<file path="src/hdl/lane_alarm_pkg.sv">
// Constants and types shared by the lane alarm latch bank
// How it works
// [RULE1] One latch pair per lane, sixteen at most
// [RULE2] A flag stays set after its condition ends
// [RULE3] Read returns the value then clears; writes ignored
// [RULE4] Word one bits 15:12 transmit bias flags
// [RULE5] Word one bits 11:8 transmit power flags
// [RULE6] Word one bits 7:4 laser temperature flags
// [RULE7] Word one bits 3:0 receive power flags
// [RULE8] Receive power threshold set chosen at B015h
// [RULE9] Word two bits 15:12 receive laser bias
// [RULE10] Word two bits 11:8 receive laser output
// [RULE11] Word two bits 7:4 receive laser temperature
// [RULE12] Word two bits 3:0 transmit modulator bias
// [RULE13] All latch words reset to zero
// [RULE14] Each latched bit follows its live status bit
// [RULE15] A set in the clearing cycle survives
package lane_alarm_pkg;

   // ***************************************************
   // Sizes
   // ***************************************************
   localparam int LANE_MAX = 16;            // Most lanes a module can have
   localparam int WORD_W = 16;              // Width of every register
   localparam int ADDR_W = 16;              // Width of the register address

   // ***************************************************
   // Register addresses
   // ***************************************************
   localparam logic [15:0] LATCH_ONE_BASE = 16'hb1b0;   // Lane 0 of latch word one
   localparam logic [15:0] LATCH_TWO_BASE = 16'hb1c0;   // Lane 0 of latch word two
   localparam logic [15:0] RX_THR_SEL_ADDR = 16'hb015;  // Receive power threshold select

   // ***************************************************
   // Field positions and reset values
   // ***************************************************
   localparam int GROUP_A_LSB = 12;         // Bias group (both words)
   localparam int GROUP_B_LSB = 8;          // Power or output group
   localparam int GROUP_C_LSB = 4;          // Temperature group
   localparam int GROUP_D_LSB = 0;          // Receive power or modulator group
   localparam int HIGH_ALARM_POS = 3;       // Within a four-flag group
   localparam int LOW_ALARM_POS = 0;        // Within a four-flag group
   localparam int RX_THR_SEL_POS = 0;       // Select bit inside its register
   localparam logic [15:0] LATCH_RESET = 16'h0000;    // Latch word reset value
   localparam logic RX_THR_SEL_RESET = 1'b0;          // Select register reset value
   localparam logic [15:0] UNMAPPED_READ = 16'h0000;  // Answer to a stray address

   // ***************************************************
   // Carriers
   // ***************************************************
   // Four flags of one monitored quantity
   typedef struct packed {
      logic high_alarm;
      logic high_warning;
      logic low_warning;
      logic low_alarm;
   } flag_group_t;

   // Layout of latch word one
   typedef struct packed {
      flag_group_t tx_bias;
      flag_group_t tx_power;
      flag_group_t laser_temp;
      flag_group_t rx_power;
   } latch_one_t;

   // Layout of latch word two
   typedef struct packed {
      flag_group_t rx_laser_bias;
      flag_group_t rx_laser_output;
      flag_group_t rx_laser_temp;
      flag_group_t tx_mod_bias;
   } latch_two_t;

endpackage

</file>
<file path="src/hdl/alarm_flag_latch.sv">
// One sixteen-flag latch word that sets on live flags and clears on read
`timescale 1ns/1ns
module alarm_flag_latch (
   input wire logic ref_clk,
   input wire logic rst,
   input wire logic clk_en,
   input wire logic [15:0] live_flags,
   input wire logic read_clear,
   output logic [15:0] latched
);

   // ***************************************************
   // Latch storage
   // ***************************************************
   logic [15:0] latch_reg;    // Held flags
   logic [15:0] latch_next;   // Next value of the held flags

   // Clear on read, but a live flag always wins
   always_comb begin
      if (read_clear) begin
         latch_next = live_flags;                        // RULE3 RULE15
      end else begin
         latch_next = latch_reg | live_flags;            // RULE2 RULE14
      end
   end

   // Flags update only while the clock enable is high
   always_ff @(posedge ref_clk or posedge rst) begin
      if (rst) begin
         latch_reg <= lane_alarm_pkg::LATCH_RESET;       // RULE13
      end else if (clk_en) begin
         latch_reg <= latch_next;
      end
   end

   assign latched = latch_reg;
endmodule

</file>
<file path="src/hdl/lane_alarm_latch_bank.sv">
// Bank of per-lane latched alarm and warning words behind a register port
//
// Design decision made here: the strobed register port.
`timescale 1ns/1ns
module lane_alarm_latch_bank #(
   parameter int unsigned LANE_COUNT = 16
) (
   input wire logic ref_clk,
   input wire logic rst,
   input wire logic clk_en,
   input wire logic [15:0] reg_addr,
   input wire logic [15:0] reg_wdata,
   input wire logic reg_wr,
   input wire logic reg_rd,
   output logic [15:0] reg_rdata,
   input wire lane_alarm_pkg::latch_one_t [lane_alarm_pkg::LANE_MAX-1:0] live_one,
   input wire lane_alarm_pkg::flag_group_t [lane_alarm_pkg::LANE_MAX-1:0] rx_power_alt,
   input wire lane_alarm_pkg::latch_two_t [lane_alarm_pkg::LANE_MAX-1:0] live_two,
   output logic rx_thr_sel
);

   // ***************************************************
   // Address decoding
   // ***************************************************
   // True when the address names the given lane of a latch word
   function automatic logic lane_hit(input logic [15:0] addr, input logic [15:0] base,
                                     input int lane);
      logic [15:0] target;
      target = base + 16'(lane);
      lane_hit = (addr == target) && (lane < int'(LANE_COUNT));
   endfunction

   // True when the address falls in a latch word's lane range
   function automatic logic word_hit(input logic [15:0] addr, input logic [15:0] base);
      logic [15:0] span;
      span = addr - base;
      word_hit = (addr >= base) && (span < 16'(LANE_COUNT));
   endfunction

   // ***************************************************
   // Storage and wires
   // ***************************************************
   logic rx_thr_sel_reg;      // Chosen receive power threshold set
   logic [15:0] rdata_reg;    // Read data, valid the cycle after a read
   logic [15:0] rdata_next;   // Read data mux output
   logic [15:0] latch_one_q [lane_alarm_pkg::LANE_MAX];   // Word one per lane
   logic [15:0] latch_two_q [lane_alarm_pkg::LANE_MAX];   // Word two per lane
   logic [15:0] one_index;    // Lane offset into word one
   logic [15:0] two_index;    // Lane offset into word two

   assign one_index = reg_addr - lane_alarm_pkg::LATCH_ONE_BASE;
   assign two_index = reg_addr - lane_alarm_pkg::LATCH_TWO_BASE;

   // ***************************************************
   // Threshold select register
   // ***************************************************
   // Software write picks which receive power flag set is latched
   always_ff @(posedge ref_clk or posedge rst) begin
      if (rst) begin
         rx_thr_sel_reg <= lane_alarm_pkg::RX_THR_SEL_RESET;
      end else if (clk_en && reg_wr && reg_addr == lane_alarm_pkg::RX_THR_SEL_ADDR) begin
         rx_thr_sel_reg <= reg_wdata[lane_alarm_pkg::RX_THR_SEL_POS];   // RULE8
      end
   end

   assign rx_thr_sel = rx_thr_sel_reg;

   // ***************************************************
   // Per-lane latch words
   // ***************************************************
   // One pair of latch words for each lane the module uses
   for (genvar n = 0; n < lane_alarm_pkg::LANE_MAX; n++) begin : g_lane
      lane_alarm_pkg::latch_one_t one_live;   // Word one live flags after select
      logic one_clear;                        // Read of this lane's word one
      logic two_clear;                        // Read of this lane's word two

      // Build word one from live flags, receive power per select
      always_comb begin
         one_live.tx_bias = live_one[n].tx_bias;           // RULE4
         one_live.tx_power = live_one[n].tx_power;         // RULE5
         one_live.laser_temp = live_one[n].laser_temp;     // RULE6
         if (rx_thr_sel_reg) begin
            one_live.rx_power = rx_power_alt[n];           // RULE7 RULE8
         end else begin
            one_live.rx_power = live_one[n].rx_power;      // RULE7 RULE8
         end
      end

      // Reads clear; writes never reach the latch words
      assign one_clear = reg_rd && lane_hit(reg_addr, lane_alarm_pkg::LATCH_ONE_BASE, n); // RULE3
      assign two_clear = reg_rd && lane_hit(reg_addr, lane_alarm_pkg::LATCH_TWO_BASE, n); // RULE3

      if (n < LANE_COUNT) begin : g_used
         // Word one of this lane
         alarm_flag_latch u_one (
            .ref_clk(ref_clk),
            .rst(rst),
            .clk_en(clk_en),
            .live_flags(one_live),
            .read_clear(one_clear),
            .latched(latch_one_q[n])
         ); // RULE1

         // Word two of this lane, fields in place
         alarm_flag_latch u_two (
            .ref_clk(ref_clk),
            .rst(rst),
            .clk_en(clk_en),
            .live_flags(live_two[n]),
            .read_clear(two_clear),
            .latched(latch_two_q[n])
         ); // RULE1 RULE9 RULE10 RULE11 RULE12
      end else begin : g_absent
         // Lanes the module lacks read as reset value
         assign latch_one_q[n] = lane_alarm_pkg::LATCH_RESET;
         assign latch_two_q[n] = lane_alarm_pkg::LATCH_RESET;
      end
   end

   // ***************************************************
   // Read path
   // ***************************************************
   // Select the addressed word; stray addresses read zero
   always_comb begin
      rdata_next = lane_alarm_pkg::UNMAPPED_READ;
      if (word_hit(reg_addr, lane_alarm_pkg::LATCH_ONE_BASE)) begin
         rdata_next = latch_one_q[one_index[3:0]];             // RULE3
      end else if (word_hit(reg_addr, lane_alarm_pkg::LATCH_TWO_BASE)) begin
         rdata_next = latch_two_q[two_index[3:0]];             // RULE3
      end else if (reg_addr == lane_alarm_pkg::RX_THR_SEL_ADDR) begin
         rdata_next = 16'h0000;
         rdata_next[lane_alarm_pkg::RX_THR_SEL_POS] = rx_thr_sel_reg;
      end
   end

   // With the clock enable high, read data stands one cycle after the strobe, zero otherwise
   always_ff @(posedge ref_clk or posedge rst) begin
      if (rst) begin
         rdata_reg <= 16'h0000;
      end else if (clk_en) begin
         if (reg_rd) begin
            rdata_reg <= rdata_next;
         end else begin
            rdata_reg <= 16'h0000;
         end
      end
   end

   assign reg_rdata = rdata_reg;
endmodule

</file>
<file path="config.mk">
export PLATFORM = sky130hd
export DESIGN_NAME = lane_alarm_latch_bank
export DESIGN_NICKNAME = d
export VERILOG_FILES = /design/src/hdl/lane_alarm_pkg.sv /design/src/hdl/alarm_flag_latch.sv /design/src/hdl/lane_alarm_latch_bank.sv
export SDC_FILE = /design/constraint.sdc
export NUM_CORES = 1
export LEC_CHECK = 0
export ABC_AREA = 1
export BUFFER_PORTS_ARGS = -buffer_cell sky130_fd_sc_hd__buf_2
export CAP_MARGIN = 20
export CORE_ASPECT_RATIO = 1.1
export CORE_MARGIN = 2
export CORE_UTILIZATION = 40
export DETAILED_ROUTE_END_ITERATION = 8
export GPL_TIMING_DRIVEN = 0
export SYNTH_ARGS = -nofsm -noshare
export SYNTH_HDL_FRONTEND = slang
export SYNTH_SLANG_ARGS = --single-unit
</file>
<file path="constraint.sdc">
create_clock -name ref_clk -period 35.9 [get_ports ref_clk]
set_clock_uncertainty 0.2 [all_clocks]
set_input_delay 7.18 -clock ref_clk [delete_from_list [all_inputs] [get_ports ref_clk]]
set_output_delay 7.18 -clock ref_clk [all_outputs]
set_load 0.01 [all_outputs]
</file>
## Word-level counts from Yosys, hierarchy flattened

Cells that the tools add are included.

| storage, ports and cells | value |
|---|---|
| register bits | 529 |
| output and inout bits | 17 |

| cells by class | value |
|---|---|
| add/sub/neg operators | 2 |
| magnitude comparators | 6 |
| eq/ne operators | 33 |
| muxes and demuxes | 58 |
| bitwise operators | 34 |
| reduce and logical (&&, ||, !) cells | 36 |

Operators with widths:

| cell | count |
|---|---|
| 2-to-1 mux 16 bit | 39 |
| == test 16 bit, second input constant | 33 |
| OR 16 bit | 32 |
| binary-select mux 16 bit (select 4 bit) | 2 |
| 2-to-1 mux 4 bit | 16 |
| logical AND 1 bit | 36 |
| greater-or-equal comparator 16 bit, second input constant | 2 |
| < comparator 16 x 5 -> 1 bit, second input constant | 2 |
| subtractor 16 bit, second input constant | 2 |
| greater-or-equal comparator 5 bit, second input constant | 2 |
| NOT 4 -> 5 bit | 2 |
| 2-to-1 mux 1 bit | 1 |

## Longest topological paths before layout

Gate-level depths: netlist of the first run.

| logic depth | value |
|---|---|
| depth in word-level cells | 8 |
| gate-level depth with buffers | 14 |
| depth with buffers taken out | 13 |

## Hierarchy

Synthesis of the first run repeated with hierarchy kept, for this count alone.

| second synthesis, totals | value |
|---|---|
| cells, all modules | 3767 |
| area total of the unflattened synthesis | 26718.1 um^2 |

By module, submodules not included:

| module | instances | cells each | area an instance (um^2) | seq. area each (um^2) |
|---|---|---|---|---|
| alarm_flag_latch | 32 | 69 | 628.1 | 400.4 |
| lane_alarm_latch_bank | 1 | 1559 | 6618.8 | 425.4 |

## Worst setup path after synthesis of the first run

No wires, ideal clock.

| timing | value |
|---|---|
| kind | input -> register |
| start | input port reg_addr[1] |
| end | register rdata_reg[12], in the netlist reg_rdata[12] |
| library setup time | 0.117 ns |
| arrival | 8.444 ns |
| path slack | 27.139 ns |
| cell stages on the path | 14 |
| cell sequence | buf_4 inv_2 nor2_4 buf_2 buf_2 nand2_1 nand4_1 nand2_1 nand2_1 inv_1 nand2_1 nand3_1 nand3_1 nand2_1 |

| between the ends | value |
|---|---|
| longest elaborated chain between the ends | 8 |
| elaborated cells between the ends (all ways) | 19 |

RTL lines:

| item | RTL line | source |
|---|---|---|
| start, declared | lane_alarm_latch_bank.sv:11 | `input wire logic [15:0] reg_addr,` |
| parallel branches: the longest is 6 deep, another holds subtractor 16 bit | - |  |
| 2-to-1 mux 16 bit * | lane_alarm_latch_bank.sv:126 | `if (word_hit(reg_addr, lane_alarm_pkg::LATCH_ONE_BASE)) begin` |
| 2-to-1 mux 16 bit * | lane_alarm_latch_bank.sv:141 | `if (reg_rd) begin` |
| end signal, assigned | lane_alarm_latch_bank.sv:142 | `rdata_reg <= rdata_next;` |
| end, declared | lane_alarm_latch_bank.sv:44 | `logic [15:0] rdata_reg;` |

Every way passes the cells marked *. The select of a mux whose other input is x is not followed.
A chain may end at the register's enable or synchronous reset.

## Worst setup path after layout of the first run

| timing | value |
|---|---|
| start | input port reg_addr[0] |
| end | register rdata_reg[8], in the netlist reg_rdata[8] |

Same word-level chain as after synthesis.

==> flow_summary_export.csv, run 1 <==
group,metric,value,unit
status,outcome,"finished, final reports clean",
critical_path,worst-setup-path-type,"primary input to register",
flow_run,max_cap_viol_count,0,
power,vdd_drop_max,0.03874,mV
global_routing,antenna_found_initial,34,
power,combinationalPowerShare,9.0,%
final_layout,areaGrowthSynthToFinish,23.98,%
synthesis,ys_seq_area_share,50.75,%
synthesis,synth_cells,3406,
floorplan,io_pins,630,
power,switching_share,25.78,%
synthesis,syn-num-nets,4019,
timing,hold_ws,0.2807,ns
timing,finalSetupViolations,0,
power,p_clk_share,46.4,%
final_layout,fin_util,49.95,%
floorplan,start_util,40.29,%
synthesis,synth.largest_area_cell,"dfrtp_1",
place,gp_congestion,0.9408,
clocking,cts_setup_buffers,0,
synthesis,async_reset_ff_share,100.0,%
global_routing,grt_max_degree,126,
route,drcViolationCount,0,
route,vias,25610,
floorplan,die_w,247.5,um
synthesis,netlist.area_leader.share,50.75,%
clocking,root_buffer,"clkbuf_16",
synthesis,dominantRegCellSynth,"dfrtp_1",
final_layout,final_cell_count_no_fill,4996,
timing,relSlewSlack,21.26,%
clocking,postCtsHoldBufs,0,
synthesis,syn_area,26080,sq um
clocking,cts_resized,0,
synthesis,netlist_top_cells_area,"dfrtp_1 51%, nand2_1 14%, o21ai_0 9.7%",
power,p_sw,0.3447,mW
power,seqPwrFrac,44.6,%
synthesis,synth_edf_count,0,
global_routing,first_global_vias,25360,
timing,finalHoldViolCount,0,
place,hpwl,88940,um
floorplan,die_area,67270,sq um
floorplan,rows,98,
clocking,numCtsBuffers,57,
clocking,clockBufferDepth,3,
final_layout,layout-drive-gt1-share,20.31,%
global_routing,overflow,0,
synthesis,synth_common_cells,"944 x nand2_1, 565 x inv_1, 529 x dfrtp_1, 505 x o21ai_0, 249 x nor2_1",
route,wl_per_cell,23.07,um
critical_path,endpoint_kind,"register",
clocking,clkSinkCount,529,
global_routing,track_usage,33.89,%
power,internal_power,0.9925,mW
critical_path,start_kind,"primary input",
route,drtIter0Drc,1931,
clocking,clock_latency,0.63,ns
floorplan,dieHeight,271.8,um
place,placedCellCount,4874,
final_layout,nNetsFinal,4697,
global_routing,grt_pass1_wl,164400,um
clocking,clkTransAtPathRegs,0.07,ns
synthesis,post_synth.cell_area_avg,7.658,sq um
timing,fin_tns_setup,0,ns
place,portBuffers,613,
clocking,cts_tree,"built",
timing,report.final.slew_viol_count,0,
floorplan,core,64740,sq um
timing,rsz0062_at_grt,"false",
timing,fin_crit_sh,26.08,%
critical_path,cp_max_fo,10,
timing,worst_slew_pin_slew,1.181,ns
final_layout,fillers,6543,
critical_path,worstPathArrival,9.69,ns
route,wl,115300,um
synthesis,synthDistinctLibCells,32,
hold_path,hold_class,"register to register",
clocking,cts_max_level,2,
timing,timing.fmax,106.8,MHz
synthesis,ys_seq_elements,529,
power,power_density,41.36,nW/um^2
route,dr.pass1.iters,7,
synthesis,ys_warn_count,0,
route,ant_nets,0,
timing,period_minus_slack,9.364,ns
synthesis,yosysMostFrequentCell,"nand2_1",
power,leakagePower,18.29,nW
route,viasPerCell,5.126,
critical_path,critical_path_required,36.22,ns
==> power by group through the flow <==
| stage | Clock, mW | Combinational, mW | Sequential, mW |
|---|---|---|---|
| 2_1_floorplan | 0 | 0.0454 | 0.608 |
| 3_3_place_gp | 0 | 0.118 | 0.608 |
| 3_5_place_dp | 0 | 0.120 | 0.607 |
| 4_1_cts | 0.625 | 0.120 | 0.596 |
| 5_1_grt | 0.648 | 0.129 | 0.596 |
| 6_report | 0.621 | 0.120 | 0.596 |
==> path summary, 6_finish.rpt <==
kind	startpoint	slack [ns]	cells past startpoint	to
max reg2reg	rx_thr_sel	33.67	5	g_lane[0].g_used.u_one.latched[0]
min reg2reg	reg_rdata[5]	0.28	2	reg_rdata[5]
max	reg_addr[0]	26.54	13	reg_rdata[8]
min in group asynchronous	rst	6.50	2	g_lane[11].g_used.u_two.latched[8]
min	reg_rdata[5]	0.28	2	reg_rdata[5]
max in group asynchronous	rst	27.36	4	g_lane[1].g_used.u_one.latched[7]
==> critical path: stages <==
cell      delay [ns]
buf_2           0.13
buf_4           0.22
nor2_4          0.28
clkbuf_1        0.82
a22oi_1         0.26
nand2_1         0.18
nand2_1         0.06
nand2_1         0.13
nor2_1          0.06
nand2_1         0.07
nand2_1         0.13
nand3_1         0.10
nand2_1         0.05
==> routing by layer <==
layer / track usage [%] / part of all wire, % / vias up
met5: 0 / 0.19 / -
met4: 15.24 / 4.8 / 36
met3: 6.296 / 6.7 / 250
met2: 56.73 / 48 / 960
met1: 42.54 / 40 / 12330
li1: - / - / 12030
==> logic make-up after synthesis <==
kind of cell           Yosys count  synth area share, %
buffers and inverters          755                11.35
flip-flops                     529                50.75
AO/OA/AOI/OAI                  797                16.18
AND/OR/NAND/NOR               1324                21.69
XOR/XNOR                         1              0.03359
==> cell type report <==
class | count | area [sq um] | share of cell area (%)
inverters | 573 | 2161 | 6.682
well taps | 850 | 1064 | 3.289
flip-flops and latches | 529 | 13240 | 40.94
multi-input cells | 2122 | 9886 | 30.57
diodes | 15 | 37.54 | 0.1161
repair buffers | 619 | 3208 | 9.921
clock buffers | 77 | 1614 | 4.991
plain buffers | 182 | 805.8 | 2.492
clock inverters | 29 | 322.8 | 0.9983
==> placed cells by master (no fill, tap or decap), types with 2 or more instances in the layout <==
cell	count
nand3_1	62
nor3_4	17
bufinv_16	6
nand2_1	944
buf_8	2
nand2_2	3
nor2_4	5
o22ai_1	65
nor4_4	12
buf_4	6
clkinvlp_4	5
buf_16	4
a22oi_1	60
inv_1	564
nor2_2	3
nor2_1	249
clkinv_4	2
clkbuf_2	9
inv_2	6
clkbuf_8	7
buf_2	660
inv_6	2
o21ai_1	10
a21oi_1	157
buf_6	4
diode_2	15
nand2_4	6
nand4_1	16
clkbuf_1	126
nor3_2	3
dfrtp_1	529
clkbuf_16	59
clkinv_2	14
o21ai_0	505
==> through the flow <==
stage	power, mW	setup WS [ns]	cell area (sq um)
global route	1.372	26.49	32320
floorplan	0.6532	13.74	26080
global placement	0.7260	7.145	30210
detailed placement	0.7268	25.59	30350
CTS	1.341	26.23	32280
finish	1.337	26.54	32340
No activity file was read; power rests on OpenSTA's default activity.
==> run 2, diff against run 1 <==
--- a/config.mk
+++ b/config.mk
@@ -5,7 +5,7 @@
 export SDC_FILE = /design/constraint.sdc
 export NUM_CORES = 1
 export LEC_CHECK = 0
-export ABC_AREA = 1
+export ABC_AREA = 0
 export BUFFER_PORTS_ARGS = -buffer_cell sky130_fd_sc_hd__buf_2
 export CAP_MARGIN = 20
 export CORE_ASPECT_RATIO = 1.1
==> constraint.sdc (replaced) <==
create_clock -name ref_clk -period 9.7 [get_ports ref_clk]
set_clock_uncertainty 0.2 [all_clocks]
set_input_delay 1.94 -clock ref_clk [delete_from_list [all_inputs] [get_ports ref_clk]]
set_output_delay 1.94 -clock ref_clk [all_outputs]
set_load 0.01 [all_outputs]
==> flow_summary_export.csv, run 2 <==
group,metric,value,unit
synthesis,dominantRegCellSynth,"dfrtp_1",
power,vdd_drop_max,0.1245,mV
critical_path,cp_max_fo,10,
synthesis,synth.largest_area_cell,"dfrtp_1",
timing,fin_ws,4.924,ns
global_routing,grt_pass1_wl,146100,um
floorplan,start_util,40.38,%
place,gp_congestion,1.013,
route,wl,105000,um
synthesis,ys_seq_elements,529,
clocking,postCtsHoldBufs,0,
floorplan,die_w,232.9,um
critical_path,start_kind,"primary input",
clocking,clkTransAtPathRegs,0.06,ns
clocking,cts_setup_buffers,0,
place,portBuffers,613,
synthesis,syn_area,23050,sq um
power,leakagePower,12.73,nW
timing,fin_crit_sh,49.24,%
clocking,cts_tree,"built",
route,wl_per_cell,34.04,um
floorplan,core,57090,sq um
power,seqPwrFrac,45.6,%
route,drcViolationCount,0,
flow_run,max_cap_viol_count,0,
floorplan,io_pins,630,
power,combinationalPowerShare,8.4,%
synthesis,ys_seq_area_share,57.42,%
synthesis,synth_cells,1572,
power,internal_power,3.641,mW
synthesis,yosysMostFrequentCell,"dfrtp_1",
power,power_density,164.8,nW/um^2
floorplan,dieHeight,255.8,um
timing,period_minus_slack,4.776,ns
final_layout,mostFrequentLayoutCell,"buf_2",
status,outcome,"finished, final reports clean",
timing,report.final.slew_viol_count,0,
final_layout,layout-drive-gt1-share,38.07,%
floorplan,die_area,59580,sq um
synthesis,ys_warn_count,0,
timing,worst_slew_pin_slew,1.153,ns
synthesis,synthDistinctLibCells,37,
timing,fin_tns_setup,0,ns
clocking,clockBufferDepth,3,
synthesis,synth_common_cells,"529 x dfrtp_1, 448 x a22o_1, 126 x mux4_2, 117 x clkbuf_1, 67 x mux2i_1",
power,p_sw,1.199,mW
critical_path,critical_path_required,10.00,ns
global_routing,overflow,0,
critical_path,worst-setup-path-type,"primary input to register",
synthesis,synth_edf_count,0,
route,drtIter0Drc,2092,
route,dr.pass1.iters,7,
synthesis,netlist_top_cells_area,"dfrtp_1 57%, a22o_1 17%, mux4_2 12%",
critical_path,worstPathArrival,5.08,ns
final_layout,nNetsFinal,2874,
final_layout,areaGrowthSynthToFinish,27.39,%
synthesis,syn-num-nets,2185,
clocking,clock_latency,0.62,ns
power,p_clk_share,46.1,%
synthesis,async_reset_ff_share,100.0,%
clocking,root_buffer,"clkbuf_16",
synthesis,post_synth.cell_area_avg,14.67,sq um
power,power,4.840,mW
clocking,cts_max_level,2,
route,vias,19440,
hold_path,hold_depth,1,
timing,finalSetupViolations,0,
timing,timing.fmax,209.4,MHz
place,hpwl,82340,um
route,viasPerCell,6.301,
global_routing,first_global_vias,20180,
clocking,numCtsBuffers,55,
critical_path,reg2regPathDepth,5,
place,dp_slack,4.438,ns
synthesis,netlist.area_leader.share,57.42,%
power,switching_share,24.77,%
global_routing,antenna_found_initial,40,
floorplan,rows,92,
critical_path,rrSetupSlack,6.89,ns
clocking,clkSinkCount,529,
timing,rsz0062_at_grt,"false",
global_routing,grt_max_degree,44,
route,ant_nets,0,
final_layout,mostFrequentLayoutCells,"633 x buf_2, 529 x dfrtp_1, 448 x a22o_1",
global_routing,track_usage,34.89,%
timing,finalHoldViolCount,0,
critical_path,endpoint_kind,"register",
timing,relSlewSlack,23.11,%
hold_path,hold_class,"register to register",
clocking,cts_resized,0,
-- run 2: changes by cell type after synthesis, sizes merged, moves of 17 or more --
cell and delta:
nand2 -940, inv -570, o21ai -515, a22o +448, nor2 -249, a21oi -126
mux4 +126, mux2i +67, o22ai -64, o2bb2ai +64, nand3 -40, buf -25
nor3 -17
-- run 2: cells by family after synthesis --
logic type | Yosys count | share of synthesized area (%)
buffers and inverters | 152 | 2.578
multiplexers | 196 | 15.36
AO/OA/AOI/OAI | 625 | 22.89
flip-flops | 529 | 57.42
AND/OR/NAND/NOR | 70 | 1.753
-- run 2: per-stage QoR --
stage          cells  utilization (%)  hold WS, ns  cell area, sq um
2_1_floorplan   1572                -       0.2507             23060
3_3_place_gp    2937            47.41       0.2662             27070
3_5_place_dp    2954            47.98       0.2716             27400
4_1_cts         3056            51.28       0.2879             29280
5_1_grt         3080            51.42       0.3014             29360
6_report        3085            51.44       0.2856             29370
-- run 2: worst paths after layout --
| path | startpoint | end |
|---|---|---|
| setup / recovery | reg_addr[3] | reg_rdata[8] |
| hold / removal | g_lane[15].g_used.u_one.latched[1] | g_lane[15].g_used.u_one.latched[1] |
| setup reg to reg | rx_thr_sel | g_lane[5].g_used.u_one.latched[0] |
| hold reg to reg | g_lane[15].g_used.u_one.latched[1] | g_lane[15].g_used.u_one.latched[1] |
| max in group asynchronous | rst | g_lane[3].g_used.u_two.latched[11] |
| min in group asynchronous | rst | g_lane[8].g_used.u_one.latched[4] |
-- run 2: routing by layer --
metal  part of all wire, %  vias to the layer above  GRT usage (%)
met5                  0.28                        -          1.151
met4                   5.0                       34          15.61
met3                   8.5                      251          7.776
met2                    49                     1148          57.57
met1                    38                    10180          43.83
li1                      -                     7823              -
-- run 2: layout make-up --
class / count / area (sq um)
fill: 5062 / 27730
sequential: 529 / 13240
multi-input combinational: 891 / 9223
timing repair buffer: 632 / 3418
clock buffer: 81 / 1657
tap: 752 / 940.9
buffer: 150 / 586.8
clock inverter: 21 / 226.5
antenna: 27 / 67.56
inverter: 2 / 11.26
-- run 2: power groups by stage --
stage | clock [mW] | sequential (mW) | combinational [mW]
after CTS | 2.24 | 2.21 | 0.400
after global routing | 2.33 | 2.20 | 0.425
final | 2.23 | 2.21 | 0.405
after floorplan | 0 | 2.25 | 0.139
after global placement | 0 | 2.25 | 0.380
after detailed placement | 0 | 2.25 | 0.398
-- run 2: critical path, cell delays in order --
cell     delay, ns
buf_2         0.12
buf_1         0.71
buf_1         0.81
mux4_2        0.47
a22oi_1       0.48
a21oi_1       0.24
a211o_1       0.27
